==> src/include/supervisor_pkg.sv <==
// Constants and carrier types for the triple-supply reset supervisor.
// Assumes a 50 MHz reference clock; no other file is needed.
package supervisor_pkg;

   // ****************************************************************
   // Timing
   // ****************************************************************
   localparam int unsigned CLK_HZ = 50_000_000;
   // Reset timeout scale in nanoseconds per picofarad (3.30 us/pF).
   localparam int unsigned RESET_NS_PER_PF = 3300;
   // Watchdog timeout scale in nanoseconds per picofarad (21.8 us/pF).
   localparam int unsigned WDOG_NS_PER_PF = 21800;
   localparam int unsigned CLK_PERIOD_NS = 1_000_000_000 / CLK_HZ;
   localparam int unsigned RESET_CAP_PF = 1500;
   localparam int unsigned WDOG_CAP_PF = 1500;
   localparam longint unsigned RESET_TIMEOUT_NS = longint'(RESET_NS_PER_PF) * RESET_CAP_PF;
   localparam longint unsigned WDOG_TIMEOUT_NS = longint'(WDOG_NS_PER_PF) * WDOG_CAP_PF;
   localparam int unsigned RESET_CYCLES = int'(RESET_TIMEOUT_NS / CLK_PERIOD_NS);
   localparam int unsigned WDOG_CYCLES = int'(WDOG_TIMEOUT_NS / CLK_PERIOD_NS);
   localparam int unsigned CNT_W = 32;
   localparam logic [1:0] SYNC_RESET = 2'h0;

   // ****************************************************************
   // Types
   // ****************************************************************
   typedef struct packed {
      logic sense_3v3;
      logic sense_5v;
      logic sense_adjustable;
      logic override_match;
      logic above_4v15;
   } supply_in_t;

   typedef enum logic [1:0] {
      ST_HOLD,
      ST_TIMING,
      ST_RUN
   } sup_state_t;

endpackage : supervisor_pkg

==> src/hdl/triple_supply_reset_watchdog.sv <==
// Triple-supply reset supervisor with a watchdog timer.
// Assumes asynchronous supply comparator and kick inputs, synchronised here.
//
// Behaviour
// Reset is held low while any of the three supply-valid inputs is false; on the 5V variant override_match drops sense_5v or sense_3v3.
// Once all supplies are valid the reset timer runs and reset releases after its full period.
// A supply going invalid drives reset low at once and abandons any timing in progress.
// The watchdog counter is cleared and stopped whenever reset is asserted.
// The watchdog starts when the reset timer expires and reset is released.
// Any edge on the kick input restarts the watchdog from zero and reset stays released.
// A watchdog expiry asserts reset and starts the reset timer, then the watchdog runs again.
// The processor must toggle the kick input at least once per watchdog period.
// The reset timeout is a parameter scaled at 3.30 us per pF of timing capacitance.
// The watchdog timeout is an independent parameter scaled at 21.8 us per pF.
// With kick and period inputs both low the watchdog never resets the system.
// On the 5V variant a matched 5V input below 4.15V is ignored so only 3.3V is checked.
// Matched inputs above 4.15V re-enable the 5V check and ignore the 3.3V check.
// Reset is active low and open drain, only ever driven low.
// Supply and override indications are synchronised and timeouts are clock counters.
`timescale 1ns/1ps
`default_nettype none
module triple_supply_reset_watchdog #(
   parameter int unsigned RESET_CYCLES = supervisor_pkg::RESET_CYCLES,
   parameter int unsigned WDOG_CYCLES = supervisor_pkg::WDOG_CYCLES,
   parameter bit FIVE_VOLT_VARIANT = 1'b1
) (
   input wire logic ref_clk,
   input wire logic rst_n,
   input wire supervisor_pkg::supply_in_t supply_in,
   input wire logic watchdog_kick_in,
   input wire logic watchdog_period_cap,
   output logic reset_out_n_o,
   output logic reset_out_n_oe,
   output logic reset_active
);

   // ****************************************************************
   // Input synchronisers
   // ****************************************************************
   localparam int SYNC_W = 7;
   logic [SYNC_W-1:0] raw_in;
   logic [SYNC_W-1:0] synced;

   assign raw_in = {supply_in, watchdog_kick_in, watchdog_period_cap};

   for (genvar b = 0; b < SYNC_W; b++) begin : g_sync
      logic stage1_q;
      logic stage1_d;
      logic stage2_q;
      logic stage2_d;

      always_comb begin
         stage1_d = raw_in[b];
         stage2_d = stage1_q;
      end

      always_ff @(posedge ref_clk or negedge rst_n) begin
         if (!rst_n) begin
            stage1_q <= supervisor_pkg::SYNC_RESET[0];
            stage2_q <= supervisor_pkg::SYNC_RESET[1];
         end else begin
            stage1_q <= stage1_d;
            stage2_q <= stage2_d;
         end
      end

      assign synced[b] = stage2_q;
   end

   supervisor_pkg::supply_in_t sup_s;
   logic kick_s;
   logic period_en_s;
   assign sup_s = supervisor_pkg::supply_in_t'(synced[SYNC_W-1:2]);
   assign kick_s = synced[1];
   assign period_en_s = synced[0];

   // ****************************************************************
   // Kick edge detector
   // ****************************************************************
   logic kick_prev_q;
   logic kick_prev_d;
   logic kick_edge;

   always_comb begin
      kick_prev_d = kick_s;
   end

   always_ff @(posedge ref_clk or negedge rst_n) begin
      if (!rst_n) begin
         kick_prev_q <= 1'b0;
      end else begin
         kick_prev_q <= kick_prev_d;
      end
   end

   assign kick_edge = kick_s ^ kick_prev_q;

   // ****************************************************************
   // Supply qualification
   // ****************************************************************
   logic ok_5v;
   logic ok_3v3;
   logic all_ok;

   always_comb begin
      ok_5v = sup_s.sense_5v;
      ok_3v3 = sup_s.sense_3v3;
      if (FIVE_VOLT_VARIANT && sup_s.override_match) begin
         if (!sup_s.above_4v15) begin
            ok_5v = 1'b1;
         end else begin
            ok_3v3 = 1'b1;
         end
      end
      all_ok = ok_5v && ok_3v3 && sup_s.sense_adjustable;
   end

   // ****************************************************************
   // Reset and watchdog sequencer
   // ****************************************************************
   supervisor_pkg::sup_state_t state_q;
   supervisor_pkg::sup_state_t state_d;
   logic rst_low_q;
   logic rst_low_d;
   logic wdog_en;
   logic reset_done;
   logic wdog_done;
   logic [supervisor_pkg::CNT_W-1:0] rtim_q;
   logic [supervisor_pkg::CNT_W-1:0] wdog_q;

   assign wdog_en = kick_s || period_en_s;
   assign reset_done = (rtim_q >= RESET_CYCLES - 1);
   assign wdog_done = wdog_en && !kick_edge && (wdog_q >= WDOG_CYCLES - 1);

   always_comb begin
      state_d = state_q;
      rst_low_d = 1'b1;
      if (!all_ok) begin
         state_d = supervisor_pkg::ST_HOLD;
      end else begin
         unique case (state_q)
            supervisor_pkg::ST_HOLD: begin
               state_d = supervisor_pkg::ST_TIMING;
            end
            supervisor_pkg::ST_TIMING: begin
               if (reset_done) begin
                  state_d = supervisor_pkg::ST_RUN;
                  rst_low_d = 1'b0;
               end
            end
            supervisor_pkg::ST_RUN: begin
               rst_low_d = 1'b0;
               if (wdog_done) begin
                  state_d = supervisor_pkg::ST_TIMING;
                  rst_low_d = 1'b1;
               end
            end
         endcase
      end
   end

   always_ff @(posedge ref_clk or negedge rst_n) begin
      if (!rst_n) begin
         state_q <= supervisor_pkg::ST_HOLD;
         rst_low_q <= 1'b1;
      end else begin
         state_q <= state_d;
         rst_low_q <= rst_low_d;
      end
   end

   // ****************************************************************
   // Reset timer
   // ****************************************************************
   logic [supervisor_pkg::CNT_W-1:0] rtim_d;

   always_comb begin
      rtim_d = '0;
      if (all_ok && (state_q == supervisor_pkg::ST_TIMING) && !reset_done) begin
         rtim_d = rtim_q + 1'b1;
      end
   end

   always_ff @(posedge ref_clk or negedge rst_n) begin
      if (!rst_n) begin
         rtim_q <= '0;
      end else begin
         rtim_q <= rtim_d;
      end
   end

   // ****************************************************************
   // Watchdog timer
   // ****************************************************************
   logic [supervisor_pkg::CNT_W-1:0] wdog_d;

   always_comb begin
      wdog_d = '0;
      if (all_ok && (state_q == supervisor_pkg::ST_RUN) && wdog_en && !kick_edge && !wdog_done) begin
         wdog_d = wdog_q + 1'b1;
      end
   end

   always_ff @(posedge ref_clk or negedge rst_n) begin
      if (!rst_n) begin
         wdog_q <= '0;
      end else begin
         wdog_q <= wdog_d;
      end
   end

   // ****************************************************************
   // Open-drain reset output
   // ****************************************************************
   logic pin_data_q;
   logic pin_data_d;

   assign pin_data_d = 1'b0;

   always_ff @(posedge ref_clk or negedge rst_n) begin
      if (!rst_n) begin
         pin_data_q <= 1'b0;
      end else begin
         pin_data_q <= pin_data_d;
      end
   end

   assign reset_out_n_o = pin_data_q;
   assign reset_out_n_oe = rst_low_q;
   assign reset_active = rst_low_q;

endmodule : triple_supply_reset_watchdog
`default_nettype wire

==> config.mk <==
export PLATFORM = sky130hd
export DESIGN_NAME = triple_supply_reset_watchdog
export DESIGN_NICKNAME = d
export VERILOG_FILES = /design/src/include/supervisor_pkg.sv /design/src/hdl/triple_supply_reset_watchdog.sv
export SDC_FILE = /design/constraint.sdc
export NUM_CORES = 1
export LEC_CHECK = 0
export CORE_MARGIN = 2
export CORE_UTILIZATION = 35
export CTS_CLUSTER_SIZE = 24
export DETAILED_ROUTE_END_ITERATION = 7
export DONT_BUFFER_PORTS = 1
export GPL_ROUTABILITY_DRIVEN = 0
export SYNTH_ARGS = -nofsm -noshare
export SYNTH_HDL_FRONTEND = slang
export SYNTH_SLANG_ARGS = --single-unit
==> constraint.sdc <==
create_clock -name ref_clk -period 1.7 [get_ports ref_clk]
set_clock_uncertainty 0.05 [all_clocks]
set_input_delay 0.51 -clock ref_clk [delete_from_list [all_inputs] [get_ports ref_clk]]
set_output_delay 0.51 -clock ref_clk [all_outputs]
set_load 0.05 [all_outputs]
==> results.md, run 1 <==
Outcome:
- The run finished, with violations left.
- The final reports fail on negative hold slack, negative setup slack.

Die:
- The placeable core area is 0.009109 sq mm.
- The number of core rows is 35.
- The top-level I/O count is 12.
- The die width is 100.1 microns.
- The die covers 0.01001 sq mm.
- The initial cell density of the core is 35.45%.
- In this run the vertical extent of the chip is 100.1 microns.

Power and ir drop:
- VDD sags by at most 0.8788 mV.
- In this run the power density over the cells is 905.1 mW/mm^2.
- The design draws 3.664 mW.
- The static leakage is 1.742 nW.

Drt:
- Once detail routing completed, the nets flagged for antenna violations numbered 0.
- For this block, the routed nets add up to 5.233 mm of wire.
- The post-detailed-route DRC marker count is 0.
- The detail-routed net length per standard cell is 11.09 microns.
- Using the TritonRoute via totals, the vias-per-cell ratio works out to 4.436.
- The number of violations reported at the end of detailed-routing iteration 0 is 73.
- The number of detailed-route iterations in the first pass is 4.
- The via count of the routed design is 2,094.

Clocking:
- TritonCTS built the clock tree.
- The H-tree was split into 3 levels.
- The largest buffer count on any clock path is 2.
- Clock-pin slew was measured on the worst setup and hold paths at 0.09 ns.
- The clock reaches the later pin of the worst-skew pair after 0.35 ns.
- In this run, CTS created clock tree buffers numbering 9.
- The total clock sinks is 82.
- The cell sitting at the root of the clock tree is a sky130_fd_sc_hd__clkbuf_8.

Cells and area:
- In the final layout, the share of cells above drive strength 1 is 20.78%.
- The total inserted antenna cells is 0.
- After the last flow step, the layout net total stands at 369.
- Relative to the synthesized area, the layout overhead comes to 25.38%.

Logic synthesis:
- The largest total area in the synthesized netlist belongs to sky130_fd_sc_hd__dfrtp_1.
- The average size of a mapped cell is 11.41 sq um.
- Of the synthesized area, sequential elements account for 63.58%.
- In this run, synthesis produced a sequential element count of 82.
- The cell area that synthesis handed to floorplanning was 0.003229 sq mm.
- The dominant cell by count in the synthesized netlist is sky130_fd_sc_hd__dfrtp_1.
- Yosys mapped a number of flops with a built-in enable equal to 0.
- Counting distinct cell types in the post-synthesis netlist gives 43.
- For this run, the number of Yosys warnings is 0.
- Synthesis produced 283 cells.
- After synthesis, the share of flip-flops with an asynchronous set or reset is 100.0%.
- By count the netlist is led by sky130_fd_sc_hd__dfrtp_1, sky130_fd_sc_hd__nor2_1, sky130_fd_sc_hd__xnor2_1.
- For this run, the leading register cell type out of synthesis is sky130_fd_sc_hd__dfrtp_1.
- Sorting the synthesized cells by area gives the leading types as sky130_fd_sc_hd__dfrtp_1, sky130_fd_sc_hd__nor2_1, sky130_fd_sc_hd__xnor2_1.
- The top cell type's share of synthesized area is 62.77%.

Timing:
- Across all hold checks on the routed design, the worst slack comes to -0.2020 ns.
- The worst path setup slack after routing is -0.1730 ns.
- Dividing the final minimum period by the clock period gives 110.2%.
- The count of final setup violators is 41.
- The max-slew violation total from the final report is 0.
- Setup repair after global routing could not meet its margin everywhere.
- Timing would allow up to 533.9 MHz.
- The final hold violation count is 81.
- Subtracting the final worst setup slack from the clock period gives 1.873 ns.

Critical path:
- The kind of end point of the critical path is a register.
- The end of the worst register-to-register path is wdog_q[9]$_DFF_PN0_.
- The start-to-end type of the worst setup path is reg -> reg.
- Setup slack on the worst reg-to-reg path comes out at -0.17 ns.
- The worst register-to-register path begins at wdog_q[1]$_DFF_PN0_.
- The sort of element at the start of the critical path is a register.
- The critical path arrival is 2.10 ns.
- Counting cells, the worst reg-to-reg path comes to 8.
- Of all nets on the critical path, the largest fanout is 21.
- At the worst endpoint, the required time is 1.93 ns.

Global routing:
- The first global-routing pass estimated 9.390 mm of wire.
- The maximum number of pins on one net before global-route repair is 83.
- After global routing the overflow that remains totals 0.
- The initial antenna violation count was 0.
- The via count of the first global-routing pass is 2,116.
- Global routing consumed, over all layers together, 11.97% of the routing resources.

Min path:
- The tightest min-delay check is of the in -> async type.

Place:
- The post-DP HPWL is 3.512 mm.
- The count of input and output buffers is 0.

Flow run:
- The count of maximum capacitance violations is 0.
[cells by family (layout without fill, tap and decap cells)]
logic type / after synthesis / count (layout) / share of synthesized area, %
XOR/XNOR: 34 / 34 / 9.221
buffers and inverters: 19 / 72 / 2.789
other: 1 / 26 / 0.1161
AO/OA/AOI/OAI: 20 / 20 / 4.805
flip-flops: 82 / 82 / 63.58
adder cells (fa/ha/maj): 4 / 4 / 1.550
AND/OR/NAND/NOR: 123 / 123 / 17.94
[report_power, final]
| part | internal (mW) | total (mW) | leakage [nW] | switching [mW] |
|---|---|---|---|---|
| logic | 0.0213 | 0.0533 | 0.576 | 0.0320 |
| registers | 2.00 | 2.02 | 1.05 | 0.0178 |
| clock network | 0.855 | 1.59 | 0.117 | 0.738 |
[worst max path at each step]
stage                                       from  slack [ns]  cells past startpoint                endpoint
after floorplan           state_q[1]$_DFFE_PN0P_       -0.05                      7  state_q[1]$_DFFE_PN0P_
after global placement       wdog_q[1]$_DFF_PN0_       -0.14                      8     wdog_q[4]$_DFF_PN0_
after detailed placement     wdog_q[1]$_DFF_PN0_       -0.19                      8     wdog_q[9]$_DFF_PN0_
after CTS                    wdog_q[1]$_DFF_PN0_       -0.19                      8     wdog_q[9]$_DFF_PN0_
after global routing      state_q[1]$_DFFE_PN0P_       -0.32                      8  state_q[0]$_DFFE_PN0P_
final                        wdog_q[1]$_DFF_PN0_       -0.17                      8     wdog_q[9]$_DFF_PN0_
[worst max-delay path: stages, from the launching register on]
cell and delay [ns]:
sky130_fd_sc_hd__dfrtp_1 0.39, sky130_fd_sc_hd__ha_2 0.21, sky130_fd_sc_hd__a211oi_2 0.18, sky130_fd_sc_hd__o31a_1 0.15, sky130_fd_sc_hd__o21ai_1 0.08, sky130_fd_sc_hd__a31oi_2 0.22
sky130_fd_sc_hd__nand4b_1 0.19, sky130_fd_sc_hd__buf_12 0.20, sky130_fd_sc_hd__nor2_1 0.13
[cell type report]
class | count | area (sq um)
fillers | 864 | 5060
clock buffers | 9 | 123.9
well taps | 111 | 138.9
repair buffers | 44 | 355.3
inverters | 12 | 45.04
flip-flops and latches | 82 | 2053
clock inverters | 7 | 106.4
multi-input cells | 207 | 1226
[metal layers]
layer	part of all wire, %	vias up	track usage (%)	routed length (microns)
met5	0	-	0	0
li1	-	1059	-	-
met2	46	26	17.72	2395
met3	3.3	8	3.552	173
met4	1.5	0	5.374	80
met1	49	1001	16.38	2583
[layout by cell type (no fill, tap or decap), types with 7 or more instances in the layout]
master,n
sky130_fd_sc_hd__buf_4,42
sky130_fd_sc_hd__xnor2_1,19
sky130_fd_sc_hd__nor2_1,53
sky130_fd_sc_hd__xor2_1,15
sky130_fd_sc_hd__nand3_1,16
sky130_fd_sc_hd__nand2_1,16
sky130_fd_sc_hd__conb_1,26
sky130_fd_sc_hd__clkbuf_8,9
sky130_fd_sc_hd__nor3_1,7
sky130_fd_sc_hd__inv_1,12
sky130_fd_sc_hd__dfrtp_1,81
[per-stage QoR]
| step | util (%) | setup TNS [ns] | instances | setup slack [ns] | cell area (sq um) |
|---|---|---|---|---|---|
| final | 44.45 | -4.460 | 472 | -0.1730 | 4049 |
| after global placement | 41.37 | -4.728 | 454 | -0.1402 | 3769 |
| after CTS | 44.11 | -6.335 | 471 | -0.1902 | 4018 |
| after floorplan | - | -0.3379 | 308 | -0.05275 | 3334 |
| after global routing | 44.45 | -10.73 | 472 | -0.3211 | 4049 |
| after detailed placement | 41.37 | -5.929 | 454 | -0.1876 | 3769 |
[sequential cells by signal, indices dropped and copies added (netlist names)]
register / flops
rtim_q: 32
wdog_q: 32
g_sync.stage1_q: 7
g_sync.stage2_q: 7
state_q: 2
kick_prev_q: 1
reset_active: 1
[what timing repair did]
action,4_1_cts,5_1_grt
resized for setup,3,6
buffers inserted,1,1
hold endpoints to repair,82,82
pin swaps,1,0
endpoints found under the setup margin,41,42
Note: power is estimated with default switching activity, not from simulation.
==> run 2, diff against run 1 <==
- CORE_MARGIN: 2 -> 1
- HOLD_SLACK_MARGIN: unset -> 0.02
==> run 2 against run 1 <==
Net effect: the flow finishes with violations (design-rule violations, negative hold slack, negative setup slack); non-clock buffer count rose by 7; final cell count rose by 0.64%; power fell by 1.5%; cell area rose by 4.0%; maximum frequency fell by 1.1%; via count rose by 3.2%; core utilization rose by 3.4 points; global-route usage rose by 0.71 points; clock power fell by 3%; critical path depth fell by 1.
==> results.md, run 2 (synthesis results as in run 1) <==
Die:
- The initial cell density of the core is 36.67% (+1.2 points).
- The placeable core area is 0.008806 sq mm (-3.3%).
- The number of core rows was 34 (-2.9%).
- The area of the die is 0.009615 sq mm (-4.0%).
- The top-level I/O count is 12 (unchanged).
- The die width is 98.06 microns (-2.0%).
- The y dimension of the die is 98.06 microns (-2.0%).

Drt:
- The via count of the routed design is 2,160 (+3.2%).
- The detailed route wirelength on metal2 is 2.666 mm (+11%).
- The post-detailed-route DRC marker count was 1 (+1).
- The via density per instance is 4.547 (+2.5%).
- The detailed-route wire length on metal 1 was 2.650 mm (+2.6%).
- The residual antenna-violating net count after detailed routing came to 0 (unchanged).
- The number of detailed-route iterations in the first pass came to 6 (+2).
- The met3 wirelength from detailed routing is 103 microns (-40%).
- The top metal layer carrying routed signals is met4.
- The final wirelength is 5.580 mm (+6.6%).
- The number of violations reported at the end of detailed-routing iteration 0 is 97 (+33%).
- The detail-routed net length per standard cell is 11.75 microns (+6.0%).

Timing:
- The final hold violation count is 82 (+1.2%).
- The worst path setup slack after routing is -0.1941 ns (-0.02108 ns).
- The count of final setup violators came to 41 (unchanged).
- The final hold slack is -0.2016 ns (+0.0004270 ns).
- The max-slew violation total from the final report is 0 (unchanged).
- The minimum period implied by the final worst setup slack was 1.894 ns (+0.02108 ns).
- The setup TNS is -4.425 ns (+0.03500 ns).
- The share of the cycle needed by the critical path after routing is 111.4% (+1.2 points).
- The achievable frequency was 528.0 MHz (-1.1%).
- Setup repair after global routing could not meet its margin everywhere.

Power and ir drop:
- The switching fraction of total power is 20.05% (-1.4 points).
- The sequential share of power is 55.9% (+0.8 points).
- The cell area power density is 857.1 mW/mm^2 (-5.3%).
- The proportion of power drawn by combinational gates is 1.5% (about the same).
- The internal power summed over all cells was 2.886 mW (+0.32%).
- The switching power is 0.7237 mW (-8.1%).
- The static leakage was 1.792 nW (+2.9%).
- The portion of total power attributed to the clock network came to 42.6% (-0.9 points).
- The total power of the final layout is 3.610 mW (-1.5%).
- The largest vdd supply drop is 0.5733 mV (-35%).

Min path:
- The worst hold path belongs to the class in -> async.

Place:
- The number of placed instances with taps included is 451 (-0.66%).
- The post-DP HPWL is 3.545 mm (+0.93%).
- The count of input and output buffers was 0 (unchanged).

Clocking:
- The clock transition at the registers of the reported paths is 0.08 ns (about the same).
- The cell sitting at the root of the clock tree is a sky130_fd_sc_hd__clkbuf_8.
- The CTS tree is done.
- The largest buffer count on any clock path came to 2 (unchanged).
- The total clock sinks is 82 (unchanged).
- The clock latency at the later pin of the worst-skew pair is 0.35 ns (about the same).
- The number of CTS-inserted buffers is 9 (unchanged).
- The CTS H-tree depth was 3 (unchanged).

Critical path:
- The critical path arrival is 2.08 ns (-0.02 ns).
- The start-to-end type of the worst setup path is reg -> reg.
- The largest driver fanout on the critical path is 4 (-81%).
- The critical path data required time is 1.89 ns (-0.04 ns).
- The worst setup path is launched from a register.
- The slack of the worst reg-to-reg path is -0.19 ns (-0.02 ns).
- STA classifies the critical path endpoint as a register.

Cells and area:
- The largest registers in the layout are rtim_q x32, wdog_q x32.
- The flip-flop and latch area is 0.002053 sq mm (unchanged).
- The share of post-route cells with drive strength above 1 was 26.43% (+5.7 points).
- The total inserted antenna cells is 0 (unchanged).
- The count of nets after finishing is 376 (+1.9%).
- The leading cell type in the layout, fill and taps excluded is sky130_fd_sc_hd__dfrtp_1.
- The filler cell count is 778 (-10%).
- The number of cells in the finished layout apart from fillers is 475 (+0.64%).
- The top cell types in the final layout, fill and taps aside, are sky130_fd_sc_hd__dfrtp_1, sky130_fd_sc_hd__buf_4, sky130_fd_sc_hd__nor2_1, sky130_fd_sc_hd__conb_1, sky130_fd_sc_hd__xnor2_1.
- The area occupied by multi-input gates is 0.001314 sq mm (+7.1%).
- The layout-stage area growth over the synthesis result is 30.41%.

Global routing:
- The first-pass GRT wire length is 9.515 mm (+1.3%).
- The via count of the first global-routing pass is 2,152 (+1.7%).
- The initial antenna violation count came to 0 (unchanged).
- The total global routing track utilization is 12.69% (+0.71 points).
- The total congestion overflow after global routing is 0 (unchanged).
- The maximum number of pins on one net before global-route repair came to 83 (unchanged).

Outcome:
- The final reports fail on design-rule violations, negative hold slack, negative setup slack.
- The flow ran to the end, but the final reports show violations.

Flow run:
- The count of maximum capacitance violations is 0 (unchanged).
## run 2: metal layers
| layer | up-vias | GRT usage (%) |
|---|---|---|
| li1 | 1068 | - |
| met1 | 1062 | 15.70 |
| met2 | 20 | 20.21 |
| met3 | 10 | 2.362 |
| met4 | 0 | 8.741 |
| met5 | - | 0 |
## run 2: power groups by stage
stage	Sequential (mW)	Combinational, mW	Clock (mW)
6_report	2.02	0.0553	1.54
5_1_grt	2.02	0.0627	1.66
4_1_cts	2.02	0.0503	1.59
3_5_place_dp	2.06	0.0487	0
3_3_place_gp	2.05	0.0481	0
2_1_floorplan	2.05	0.0364	0
## run 2: area by class of cell
| cell class | count | share of cell area (%) |
|---|---|---|
| flip-flops and latches | 82 | 48.75 |
| inverters | 12 | 1.070 |
| well taps | 108 | 3.209 |
| repair buffers | 51 | 10.61 |
| multi-input cells | 207 | 31.19 |
| clock buffers | 11 | 3.357 |
| clock inverters | 4 | 1.812 |
## run 2: per-stage QoR
step                util (%)  worst slack, ns  cell area, sq um
floorplan                  -         -0.05275              3334
global placement       42.75          -0.1593              3765
detailed placement     42.75          -0.1789              3765
CTS                    45.47          -0.1735              4004
global route           47.83          -0.2912              4212
finish                 47.83          -0.1941              4212
## run 2: path summary, 6_finish.rpt
| kind | start | end | cells after the start |
|---|---|---|---|
| worst max-delay path | wdog_q[8]$_DFF_PN0_ | state_q[0]$_DFFE_PN0P_ | 7 |
| worst min-delay path | rst_n | rtim_q[28]$_DFF_PN0_ | 0 |
| worst max register to register | wdog_q[8]$_DFF_PN0_ | state_q[0]$_DFFE_PN0P_ | 7 |
| worst min register to register | g_sync[1].stage1_q$_DFF_PN0_ | g_sync[1].stage2_q$_DFF_PN0_ | 0 |
| max in group asynchronous | rst_n | reset_active$_DFF_PN1_ | 0 |
| min in group ref_clk | supply_in[2] | g_sync[4].stage1_q$_DFF_PN0_ | 0 |
## run 2: repair_timing
item,in CTS,in global routing
gates cloned,0,2
resized for setup,4,34
endpoints found under the setup margin,41,41
buffers inserted,1,6
pin swaps,2,5
hold endpoints to repair,82,82
## run 2: critical path, cell delays in order (launching register included)
cell and delay [ns]:
sky130_fd_sc_hd__dfrtp_1 0.41, sky130_fd_sc_hd__nand3b_1 0.17, sky130_fd_sc_hd__o31a_1 0.32, sky130_fd_sc_hd__o21ai_2 0.15
sky130_fd_sc_hd__a31oi_2 0.12, sky130_fd_sc_hd__buf_4 0.15, sky130_fd_sc_hd__a31o_1 0.18, sky130_fd_sc_hd__a22o_1 0.24
